## src/core/dja_pkg.sv

```systemverilog
// Shared constants, types and decoders for the jitter attenuator control
package dja_pkg;

    ////////////////////////////////////////////////////////////////////////////
    // Timing
    localparam int          CLK_NS   = 25;                // REF_CLK period
    localparam int          UI_NS    = 488;               // Nominal line bit period
    localparam int          NOM_CYC  = UI_NS / CLK_NS;    // Clocks per smooth bit
    localparam logic [4:0]  NOM_PER  = 5'(NOM_CYC - 1);   // Terminal count of period
    localparam logic [8:0]  SELF_CENTER_ENABLE_UI  = 9'h180;            // Self-centre window, 384 UI
    localparam logic [5:0]  SELF_CENTER_ENABLE_MRG = 6'h04;             // Least distance from edges

    ////////////////////////////////////////////////////////////////////////////
    // FIFO geometry
    localparam int          DEPTH    = 32;
    localparam int          AW       = 5;
    localparam logic [5:0]  FULL_LVL = 6'h20;
    localparam logic [5:0]  HALF_LVL = 6'h10;

    ////////////////////////////////////////////////////////////////////////////
    // Register indices (byte address is four times the index)
    localparam logic [7:0]  IDX_STATUS  = 8'h18;
    localparam logic [7:0]  IDX_REF_DIV = 8'h19;
    localparam logic [7:0]  IDX_OUT_DIV = 8'h1A;
    localparam logic [7:0]  IDX_CONFIG  = 8'h1B;

    // Reset values
    localparam logic [7:0]  DIV_RST = 8'h2F;
    localparam logic [5:0]  CFG_RST = 6'h23;

    // Field positions
    localparam int          CFG_SELF_CENTER_ENABLE = 4;
    localparam int          ST_OVR   = 1;
    localparam int          ST_UND   = 0;

    // Configuration register layout, bit 5 down to bit 0
    typedef struct packed {
        logic reserved;
        logic self_center_enable;
        logic underrun_int_enable;
        logic overrun_int_enable;
        logic sync;
        logic limit;
    } dja_cfg_t;

    // Word address match for an index
    function automatic logic dja_hit(input logic [7:0] addr, input logic [7:0] idx);
        return addr == {idx[5:0], 2'b00};
    endfunction : dja_hit

endpackage : dja_pkg

```

## src/core/dja_div.sv

```systemverilog
// Programmable divide-by-(value+1) pulse divider
`timescale 1ns/1ps
`default_nettype none
module dja_div
    import dja_pkg::*;
(
    input  wire logic       clk,
    input  wire logic       rst,
    input  wire logic       clr,
    input  wire logic       tick_in,
    input  wire logic [7:0] div,
    output logic            tick_out
);

    typedef struct packed {
        logic [7:0] cnt;
        logic       tick;
    } dja_div_st_t;

    dja_div_st_t s_q;
    dja_div_st_t s_d;

    ////////////////////////////////////////////////////////////////////////////
    // Count input pulses, emit one every div+1
    always_comb begin
        s_d      = s_q;
        s_d.tick = 1'b0;
        if (clr) begin
            s_d.cnt = 8'h00;
        end else if (tick_in) begin
            if (s_q.cnt >= div) begin
                s_d.cnt  = 8'h00;
                s_d.tick = 1'b1;
            end else begin
                s_d.cnt = s_q.cnt + 8'h01;
            end
        end
    end

    // State register
    always_ff @(posedge clk) begin
        if (rst) begin
            s_q <= '0;
        end else begin
            s_q <= s_d;
        end
    end

    assign tick_out = s_q.tick;
endmodule : dja_div
`default_nettype wire

```

## src/core/dja_ctrl.sv

```systemverilog
// Jitter attenuator control: divisors, PLL, elastic FIFO, registers, interrupt
//
// Chosen here: the Avalon-MM slave port.
`timescale 1ns/1ps
`default_nettype none
module dja_ctrl
    import dja_pkg::*;
(
    input  wire logic        REF_CLK,
    input  wire logic        SYS_RST,
    input  wire logic [7:0]  ADDRESS,
    input  wire logic        READ,
    input  wire logic        WRITE,
    input  wire logic [31:0] WRITEDATA,
    input  wire logic [3:0]  BYTEENABLE,
    output logic      [31:0] READDATA,
    output logic             WAITREQUEST,
    input  wire logic        IN_VALID,
    input  wire logic        IN_DATA,
    output logic             OUT_DATA,
    output logic             OUT_STROBE,
    output logic             IRQ_OUT_N
);

    typedef struct packed {
        logic [7:0]        ref_div;
        logic [7:0]        out_div;
        dja_cfg_t          cfg;
        logic              ovr;
        logic              und;
        logic              irq;
        logic              ack;
        logic [7:0]        rdata;
        logic [DEPTH-1:0]  mem;
        logic [AW-1:0]     wr_ptr;
        logic [AW-1:0]     rd_ptr;
        logic [5:0]        fill;
        logic [5:0]        lag;
        logic [4:0]        per_cnt;
        logic signed [9:0] phase;
        logic [8:0]        self_center_enable_cnt;
        logic              out_data;
        logic              out_stb;
    } dja_st_t;

    dja_st_t s_q;
    dja_st_t s_d;

    logic       req;
    logic       acc;
    logic       wr_acc;
    logic       ref_wr;
    logic       out_wr;
    logic       pll_clr;
    logic       fifo_clr;
    logic       out_tick;
    logic       ref_tick;
    logic       fb_tick;
    logic       speed_up;
    logic       slow_down;
    logic [4:0] per_end;

    ////////////////////////////////////////////////////////////////////////////
    // Bus handshake: one wait state, request taken on second edge
    assign req         = READ | WRITE;
    assign acc         = req & s_q.ack;
    assign WAITREQUEST = req & ~s_q.ack;
    assign wr_acc      = WRITE & s_q.ack & BYTEENABLE[0];
    assign ref_wr      = wr_acc & dja_hit(ADDRESS, IDX_REF_DIV);
    assign out_wr      = wr_acc & dja_hit(ADDRESS, IDX_OUT_DIV);
    assign pll_clr     = ref_wr | out_wr;
    assign fifo_clr    = pll_clr & s_q.cfg.sync;

    ////////////////////////////////////////////////////////////////////////////
    // Smooth clock period steering
    always_comb begin
        speed_up  = 1'b0;
        slow_down = 1'b0;
        if (s_q.cfg.limit && s_q.fill >= FULL_LVL - 6'h01) begin
            speed_up = 1'b1;
        end else if (s_q.cfg.limit && s_q.fill <= 6'h01) begin
            slow_down = 1'b1;
        end else if (s_q.phase > 10'sd0) begin
            speed_up = 1'b1;
        end else if (s_q.phase < 10'sd0) begin
            slow_down = 1'b1;
        end
    end

    // Terminal count of the current smooth bit
    assign per_end  = speed_up  ? NOM_PER - 5'h01 :
                      slow_down ? NOM_PER + 5'h01 : NOM_PER;
    assign out_tick = (s_q.per_cnt >= per_end);

    ////////////////////////////////////////////////////////////////////////////
    // Phase detector inputs
    dja_div u_ref_div (
        .clk      (REF_CLK),
        .rst      (SYS_RST),
        .clr      (pll_clr),
        .tick_in  (IN_VALID),
        .div      (s_q.ref_div),
        .tick_out (ref_tick)
    );

    dja_div u_out_div (
        .clk      (REF_CLK),
        .rst      (SYS_RST),
        .clr      (pll_clr),
        .tick_in  (out_tick),
        .div      (s_q.out_div),
        .tick_out (fb_tick)
    );

    ////////////////////////////////////////////////////////////////////////////
    // Next-state logic
    always_comb begin
        logic       ovr_ev;
        logic       und_ev;
        logic       wr_ok;
        logic       rd_ok;
        logic       st_rd;
        logic       self_center_enable_up;
        logic [5:0] fill_t;
        ovr_ev  = 1'b0;
        und_ev  = 1'b0;
        wr_ok   = 1'b0;
        rd_ok   = 1'b0;
        st_rd   = READ & acc & dja_hit(ADDRESS, IDX_STATUS);
        self_center_enable_up = 1'b0;
        s_d     = s_q;

        // Bus side
        s_d.ack = req & ~s_q.ack;
        if (req && !s_q.ack) begin
            if (dja_hit(ADDRESS, IDX_STATUS)) begin
                s_d.rdata = {6'h00, s_q.ovr, s_q.und};
            end else if (dja_hit(ADDRESS, IDX_REF_DIV)) begin
                s_d.rdata = s_q.ref_div;
            end else if (dja_hit(ADDRESS, IDX_OUT_DIV)) begin
                s_d.rdata = s_q.out_div;
            end else if (dja_hit(ADDRESS, IDX_CONFIG)) begin
                s_d.rdata = {2'b00, s_q.cfg};
            end else begin
                s_d.rdata = 8'h00;
            end
        end
        if (ref_wr) begin
            s_d.ref_div = WRITEDATA[7:0];
        end
        if (out_wr) begin
            s_d.out_div = WRITEDATA[7:0];
        end
        if (wr_acc && dja_hit(ADDRESS, IDX_CONFIG)) begin
            s_d.cfg = dja_cfg_t'(WRITEDATA[5:0]);
            self_center_enable_up = WRITEDATA[CFG_SELF_CENTER_ENABLE] & ~s_q.cfg.self_center_enable;
        end

        // FIFO write from the jittered side
        if (IN_VALID) begin
            if (s_q.fill == FULL_LVL) begin
                ovr_ev = 1'b1;
            end else begin
                wr_ok                = 1'b1;
                s_d.mem[s_q.wr_ptr]  = IN_DATA;
                s_d.wr_ptr           = s_q.wr_ptr + 5'h01;
            end
        end

        // FIFO read on the smooth side
        s_d.out_stb = out_tick;
        if (out_tick) begin
            if (s_q.fill == 6'h00) begin
                und_ev = 1'b1;
            end else begin
                rd_ok        = 1'b1;
                s_d.out_data = s_q.mem[s_q.rd_ptr];
                s_d.rd_ptr   = s_q.rd_ptr + 5'h01;
            end
        end
        fill_t   = s_q.fill + {5'h00, wr_ok} - {5'h00, rd_ok};
        s_d.fill = fill_t;

        // Smooth period counter and phase error
        s_d.per_cnt = out_tick ? 5'h00 : s_q.per_cnt + 5'h01;
        s_d.phase   = s_q.phase + (ref_tick ? 10'sd1 : 10'sd0) - (fb_tick ? 10'sd1 : 10'sd0);
        if (IN_VALID && !out_tick && s_q.lag != FULL_LVL) begin
            s_d.lag = s_q.lag + 6'h01;
        end else if (out_tick && !IN_VALID && s_q.lag != 6'h00) begin
            s_d.lag = s_q.lag - 6'h01;
        end

        // Sync pulses force FIFO delay to the PLL lag
        if (ref_tick && s_q.cfg.sync) begin
            s_d.rd_ptr = s_d.wr_ptr - s_q.lag[AW-1:0];
            s_d.fill   = s_q.lag;
        end

        // Self-centering window, held while an alarm persists
        if (!s_d.cfg.self_center_enable) begin
            s_d.self_center_enable_cnt = 9'h000;
        end else if (self_center_enable_up || ovr_ev || und_ev) begin
            s_d.self_center_enable_cnt = SELF_CENTER_ENABLE_UI;
        end else if (s_q.self_center_enable_cnt != 9'h000 && out_tick &&
                     s_q.fill != 6'h00 && s_q.fill != FULL_LVL) begin
            s_d.self_center_enable_cnt = s_q.self_center_enable_cnt - 9'h001;
        end
        if (s_q.self_center_enable_cnt != 9'h000 && s_q.cfg.self_center_enable &&
            (fill_t < SELF_CENTER_ENABLE_MRG || fill_t > FULL_LVL - SELF_CENTER_ENABLE_MRG)) begin
            s_d.rd_ptr = s_d.wr_ptr - HALF_LVL[AW-1:0];
            s_d.fill   = HALF_LVL;
        end

        // PLL reset on divisor write, FIFO recentred too when sync is set
        if (pll_clr) begin
            s_d.phase   = 10'sd0;
            s_d.per_cnt = 5'h00;
            s_d.lag     = HALF_LVL;
        end
        if (fifo_clr) begin
            s_d.rd_ptr = s_d.wr_ptr - HALF_LVL[AW-1:0];
            s_d.fill   = HALF_LVL;
        end

        // Sticky flags, set wins over read clear
        s_d.ovr = (s_q.ovr & ~st_rd) | ovr_ev;
        s_d.und = (s_q.und & ~st_rd) | und_ev;
        s_d.irq = (s_d.ovr & s_d.cfg.overrun_int_enable) |
                  (s_d.und & s_d.cfg.underrun_int_enable);
    end

    ////////////////////////////////////////////////////////////////////////////
    // State register
    always_ff @(posedge REF_CLK) begin
        if (SYS_RST) begin
            s_q          <= '0;
            s_q.ref_div  <= DIV_RST;
            s_q.out_div  <= DIV_RST;
            s_q.cfg      <= dja_cfg_t'(CFG_RST);
            s_q.rd_ptr   <= 5'h10;
            s_q.fill     <= HALF_LVL;
            s_q.lag      <= HALF_LVL;
        end else begin
            s_q <= s_d;
        end
    end

    // Outputs
    assign READDATA   = {24'h000000, s_q.rdata};
    assign OUT_DATA   = s_q.out_data;
    assign OUT_STROBE = s_q.out_stb;
    assign IRQ_OUT_N  = ~s_q.irq;
endmodule : dja_ctrl
`default_nettype wire

```

## config.mk

```make
export PLATFORM = sky130hd
export DESIGN_NAME = dja_ctrl
export DESIGN_NICKNAME = d
export VERILOG_FILES = /design/src/core/dja_pkg.sv /design/src/core/dja_div.sv /design/src/core/dja_ctrl.sv
export SDC_FILE = /design/constraint.sdc
export NUM_CORES = 1
export LEC_CHECK = 0
export BUFFER_PORTS_ARGS = -buffer_cell sky130_fd_sc_hd__buf_2
export CAP_MARGIN = 20
export CORE_MARGIN = 4
export CORE_UTILIZATION = 40
export CTS_BUF_LIST = sky130_fd_sc_hd__clkbuf_4 sky130_fd_sc_hd__clkbuf_8
export DETAILED_ROUTE_END_ITERATION = 7
export PLACE_DENSITY = 0.61
export SYNTH_ARGS = -nofsm -noshare
export SYNTH_HDL_FRONTEND = slang
export SYNTH_SLANG_ARGS = --single-unit
```

## constraint.sdc

```tcl
create_clock -name REF_CLK -period 7.8 [get_ports REF_CLK]
set_clock_uncertainty 0.05 [all_clocks]
set_input_delay 0 -clock REF_CLK [delete_from_list [all_inputs] [get_ports REF_CLK]]
set_output_delay 0 -clock REF_CLK [all_outputs]
set_load 0.05 [all_outputs]
```

### Yosys cells after proc, flatten, opt, wreduce, memory -nomap -nowiden

Cells that the tools add are included.

* memories kept: 0
* output and inout bits: 36
* latch bits: 0
* memory bits (read-only): 0
* bits in writable memories: 0
* register bits: 132

* reduce and logical (&&, ||, !) cells: 38
* shifts and indexed selects: 0
* eq/ne operators: 8
* bitwise logic cells: 28
* muxes and demuxes: 45
* div/mod/pow operators: 0
* add/sub/neg operators: 14
* magnitude comparators: 12
* multiply operators: 0

Operator list (number)
* $mux W8: 5
* $mux W11: 3
* $bwmux W32: 1
* $eq A8 B7 Y1 const B: 4
* $mux W5: 5
* $mux W1: 23
* $mux W6: 3
* $mux W9: 2
* $add A8 B1 Y8 const B: 2
* $ge A8 B8 Y1: 2
* $add A5 B1 Y5 const B: 3
* $logic_and A1 B1 Y1: 15
* $reduce_or A3 Y1: 5
* $and A1 B1 Y1: 14
* $lt A5 B6 Y1 const B: 2
* $ne A6 B6 Y1 const B: 2
* $reduce_bool A6 Y1: 2
* $add A10 B2 Y10: 1
* $gt A10 B1 Y1 const B: 1
* $lt A10 B1 Y1 const B: 1
* $sub A10 B2 Y10: 1
* $not A1 Y1: 9
* $reduce_bool A9 Y1: 1
* $sub A9 B1 Y9 const B: 1
* 25 further kinds: 37

### Logic depth before layout (Yosys ltp)

* depth in word-level cells: 15
* mapped depth: 23

### By module

A second synthesis with hierarchy kept.

* cell total of the unflattened synthesis: 865
* area, all modules: 7841.3 sq um

By module, submodules not included
* dja_ctrl: seq. area each 2282.2 sq um, area an instance 6535.0 sq um, cells an instance 737, instances 1
* dja_div: seq. area each 180.2 sq um, area an instance 653.1 sq um, cells an instance 64, instances 2

### Worst setup path after synthesis

Ideal clock, no wire load.

* path kind: register -> register
* from: reg s_q[36] (netlist name)
* to: reg s_q[39] (netlist name)
* arrival: 4742 ps
* setup slack: 2885 ps
* data required time: 7627 ps
* cell stages (with the launch flop): 23
* setup time: 123 ps
* period minus slack after synthesis: 4915 ps
* buffers on the path: 2
* cells stage by stage: dfxtp_1 -> inv_1 -> ha_1 -> a21oi_1 -> a21oi_1 -> a21oi_1 -> a22o_1 -> a211o_1 -> ha_1 -> nand2b_4 -> a2111oi_4 -> nor3b_1 -> buf_4 -> ha_1 -> inv_1 -> ha_1 -> fa_1 -> xnor2_1 -> nor4_1 -> mux2_2 -> a2bb2oi_1 -> buf_4 -> mux2_1

* cells in the longest elaborated chain, start to end: 14

Ends and longest elaborated chain
* start: declaration: RTL line dja_ctrl.sv:46 `dja_st_t s_q;`
* $le A6 B1 Y1: RTL line dja_ctrl.sv:81 `end else if (s_q.cfg.limit && s_q.fill <= 6'h01) begin`
* $logic_and A1 B1 Y1: RTL line dja_ctrl.sv:81
* $mux W1: RTL line dja_ctrl.sv:81
* $mux W1: RTL line dja_ctrl.sv:79 `if (s_q.cfg.limit && s_q.fill >= FULL_LVL - 6'h01) begin`
* $mux W1: RTL line dja_ctrl.sv:92 `slow_down ? NOM_PER + 5'h01 : NOM_PER;`
* $mux W2: RTL line dja_ctrl.sv:91 `assign per_end = speed_up ? NOM_PER - 5'h01 :`
* $ge A5 B5 Y1: RTL line dja_ctrl.sv:93 `assign out_tick = (s_q.per_cnt >= per_end);`
* $mux W1: RTL line dja_ctrl.sv:172 `if (out_tick) begin`
* $sub A6 B1 Y6: RTL line dja_ctrl.sv:181 `fill_t = s_q.fill + {5'h00, wr_ok} - {5'h00, rd_ok};`
* $lt A6 B3 Y1 or $gt A6 B5 Y1 (tied branches): RTL line dja_ctrl.sv:209 `(fill_t < SELF_CENTER_ENABLE_MRG || fill_t > FULL_LVL - SELF_CENTER_ENABLE_MRG)) begin`
* $logic_or A1 B1 Y1: RTL line dja_ctrl.sv:209
* $logic_and A1 B1 Y1: RTL line dja_ctrl.sv:208 `if (s_q.self_center_enable_cnt != 9'h000 && s_q.cfg.self_center_enable &&`
* $ne A4 B2 Y1 (no source line) (tied with other cells)
* $reduce_and A2 Y1 (no source line) or $mux W11 (tied branches)

Parallel ways exist; a longest one is shown, timed or not.
A chain may end at the register's enable or synchronous reset.

### Worst setup path after layout

* from: reg s_q[36] (netlist name)
* to: reg s_q[37] (netlist name)

* cells in the longest elaborated chain, start to end: 13

Ends and longest elaborated chain (RTL line)
* $le A6 B1 Y1: dja_ctrl.sv:81
* $logic_and A1 B1 Y1: dja_ctrl.sv:81
* $mux W1: dja_ctrl.sv:81
* $mux W1: dja_ctrl.sv:79
* $mux W1: dja_ctrl.sv:92
* $mux W2: dja_ctrl.sv:91
* $ge A5 B5 Y1: dja_ctrl.sv:93
* $mux W1: dja_ctrl.sv:172
* $sub A6 B1 Y6 *: dja_ctrl.sv:181
* $lt A6 B3 Y1 or $gt A6 B5 Y1 (tied branches): dja_ctrl.sv:209
* $logic_or A1 B1 Y1: dja_ctrl.sv:209
* $logic_and A1 B1 Y1: dja_ctrl.sv:208
* $reduce_or A3 Y1 (no source line)

Every way passes the cells marked *; elsewhere a longest branch is shown, timed or not.

==> flow_summary.json <==
{
  "ios": 86,
  "ys_top_cells_by_area": "dfxtp_1 (34%), ha_1 (9.9%), mux2i_1 (6.6%)",
  "insertion_delay_ns": 0.45,
  "via_count": 5846,
  "timing.fmax_mhz": 190,
  "post_cts_resized": 0,
  "critPathKind": "register to register",
  "start_kind": "register",
  "viasPerCell": 5.01,
  "cts_hold_buf": 12,
  "fin_area_um2": 8420,
  "synthCells": 872,
  "grt_usage_pct": 15.7,
  "async_flop_share_pct": 0,
  "seq_area_um2": 2640,
  "synth_seq_cells": 132,
  "power_frac_comb_pct": 22.0,
  "gp_congestion": 0.811,
  "fin_crit_sh_pct": 67.6,
  "finalMaxSlewViolations": 0,
  "drive_gt1_share_pct": 11.5,
  "slew_headroom_pct": 34.7,
  "synth_ff_type": "dfxtp_1",
  "vdd_ir_drop_max_uv": 134,
  "grt_max_degree": 68,
  "power_switching_uw": 525,
  "syn_avg_cell_area_um2": 8.85,
  "sw_frac_of_total_pct": 32.0,
  "clk_path_buf_depth": 2,
  "reg2reg_depth": 22,
  "final-setup-viol-count": 0,
  "htree_levels": 4,
  "cts_tree": "yes",
  "rows": 50,
  "drtIter0Drc": 287,
  "core_um2": 18800,
  "grt_pass1_wl_um": 27800,
  "n_fill_cell": 1892,
  "hpwl_um": 12000,
  "setup_tns_ns": 0,
  "place_area_um2": 7920,
  "grt_pass1_vias": 5571,
  "pwr-share-clk_pct": 34.4,
  "synth_area_um2": 7720,
  "seq_area_frac_synth_pct": 34.2,
  "synth_warnings": 0,
  "clockRootBuffer": "clkbuf_8",
  "drt_wl_total_um": 16600,
  "synth_top_area_share_pct": 34.2,
  "worst_pin_slew_ns": 0.978,
  "synth_edf_count": 0,
  "clkTransAtPathRegs_ns": 0.08,
  "ant_nets": 0,
  "p_int_mw": 1.12,
  "synthToLayoutAreaGrowth_pct": 9.08,
  "grt-ovfl-total": 0,
  "crit_arrival_ns": 5.54,
  "required_ns": 8.07,
  "fp.dieH_um": 147,
  "finalHoldViolCount": 0,
  "yosysTopAreaCell": "dfxtp_1",
  "leakage_nw": 3.68,
  "drt_first_pass_iters": 4,
  "cts_buffers": 17,
  "io_buffers": 34,
  "wl_per_cell_um": 14.3,
  "status": "finished, final reports clean",
  "die_area_um2": 21600,
  "die_w_um": 147,
  "cp_max_fo": 11,
  "post-route-min-period_ns": 5.27,
  "postCtsSetupRepairBufs": 0,
  "synth.distinct_cells": 79,
  "layout.nets": 1009,
  "cap_violations": 0,
  "hp-class": "input pin to register",
  "drc_errors": 0,
  "holdPathStages": 5,
  "pwr-share-seq_pct": 43.6,
  "critPathCaptureType": "register",
  "antenna_found_initial": 0,
  "start_util_pct": 41.0,
  "rsz0062_at_grt": "no",
  "power.density_nw_per_um2": 195,
  "cts_sinks": 132,
  "n_antenna_cell": 0,
  "multi_input_area_um2": 4520,
  "p_total_mw": 1.64
}
metrics by stage:
stage	setup WS [ns]	hold slack, ns	cells	utilization, %
finish	2.53	0.0840	1167	44.7
detailed placement	2.56	0.207	1123	42.0
global route	2.22	0.0857	1167	44.7
floorplan	2.88	0.0751	895	-
global placement	2.67	0.203	1123	42.0
CTS	2.53	0.0404	1167	44.7
power by group through the flow:
stage	logic [mW]	clock network, mW	registers [mW]
after floorplan	0.298	0	0.724
after global routing	0.401	0.610	0.720
after detailed placement	0.353	0	0.732
after global placement	0.350	0	0.731
after CTS	0.360	0.581	0.716
final	0.361	0.566	0.716
sequential cells by signal, summed over array words and instances (netlist names):
name	flops
s_q	104
READDATA	8
u_out_div.s_q	8
u_ref_div.s_q	8
OUT_DATA	1
OUT_STROBE	1
u_out_div.tick_out	1
u_ref_div.tick_out	1
placed cells by master (no fill, tap or decap), types with 4 or more instances in the layout:
master / Yosys / routed
dfxtp_1: 132 / 132
nor2_1: 94 / 94
nand2_1: 82 / 82
inv_1: 62 / 62
ha_1: 61 / 61
mux2i_1: 51 / 51
a21oi_1: 42 / 42
buf_2: 5 / 34
nand3_1: 26 / 26
nor3_1: 24 / 24
conb_1: 1 / 24
xor2_1: 23 / 23
xnor2_1: 21 / 21
clkbuf_8: 0 / 19
nand4_1: 16 / 16
o21ai_0: 14 / 14
mux4_2: 12 / 12
dlygate4sd3_1: 0 / 12
and3_1: 10 / 10
a21o_1: 10 / 10
and2_1: 8 / 8
nand2b_1: 7 / 7
nor3b_1: 6 / 6
o211ai_1: 6 / 6
a22oi_1: 5 / 5
a31oi_1: 5 / 5
o21bai_1: 4 / 4
nor2b_1: 4 / 4
o311ai_0: 4 / 4
a211oi_1: 4 / 4
fa_1: 4 / 4
inv_6: 0 / 4
synthesized netlist by cell type, drive strengths merged (12+ instances only):
cell / instances
dfxtp: 132
nor2: 94
nand2: 84
inv: 62
ha: 61
mux2i: 51
a21oi: 42
buf: 41
clkbuf: 28
nand3: 26
nor3: 25
xor2: 23
xnor2: 21
nand4: 16
o21ai: 15
mux4: 12
kinds of logic after synthesis:
group / share of synthesized area [%]
xor gates and xnor gates: 4.99
buffers and inverters: 8.31
adders and majority gates: 10.9
other: 0.0486
muxes: 10.8
and+or+nand+nor: 19.8
AOI/OAI and AO/OA: 10.9
DFF: 34.2
path summary, 6_finish.rpt:
path,startpoint,endpoint,slack [ns]
max,s_q[36]$_SDFF_PP1_,s_q[37]$_SDFF_PP0_,2.53
min,BYTEENABLE[0],s_q[97]$_SDFFE_PP1P_,0.08
min reg2reg,s_q[60]$_SDFFE_PP0P_,s_q[60]$_SDFFE_PP0P_,0.41
max reg2reg,s_q[36]$_SDFF_PP1_,s_q[37]$_SDFF_PP0_,2.53
cell type report:
| type | instances | area share [%] |
|---|---|---|
| Sequential cell | 132 | 31.4 |
| Multi-Input combinational cell | 632 | 53.7 |
| Tap cell | 260 | 3.86 |
| Clock inverter | 13 | 1.47 |
| Timing Repair Buffer | 49 | 3.71 |
| Clock buffer | 19 | 3.11 |
| Inverter | 62 | 2.76 |
metal layers:
layer | wire, um | track usage [%] | vias up
li1 | - | - | 3010
met4 | 159 | 4.61 | 0
met1 | 8430 | 21.5 | 2745
met5 | 0 | 0 | -
met3 | 583 | 3.79 | 14
met2 | 7470 | 24.7 | 77
worst max-delay path: stages (launching register included):
cell       delay, ns
dfxtp_1         0.32
inv_1           0.12
ha_1            0.20
a21oi_1         0.07
a21oi_1         0.23
a21oi_1         0.11
a22o_1          0.23
a211o_1         0.27
ha_1            0.27
nand2b_4        0.14
a2111oi_4       0.55
nor3b_1         0.14
ha_1            0.30
inv_1           0.04
ha_1            0.19
fa_1            0.40
nand3b_1        0.12
a31oi_1         0.14
o21a_1          0.20
mux2_2          0.29
a2bb2oi_1       0.15
buf_4           0.21
a2111oi_2       0.42
No activity file was read; power rests on OpenSTA's default activity.
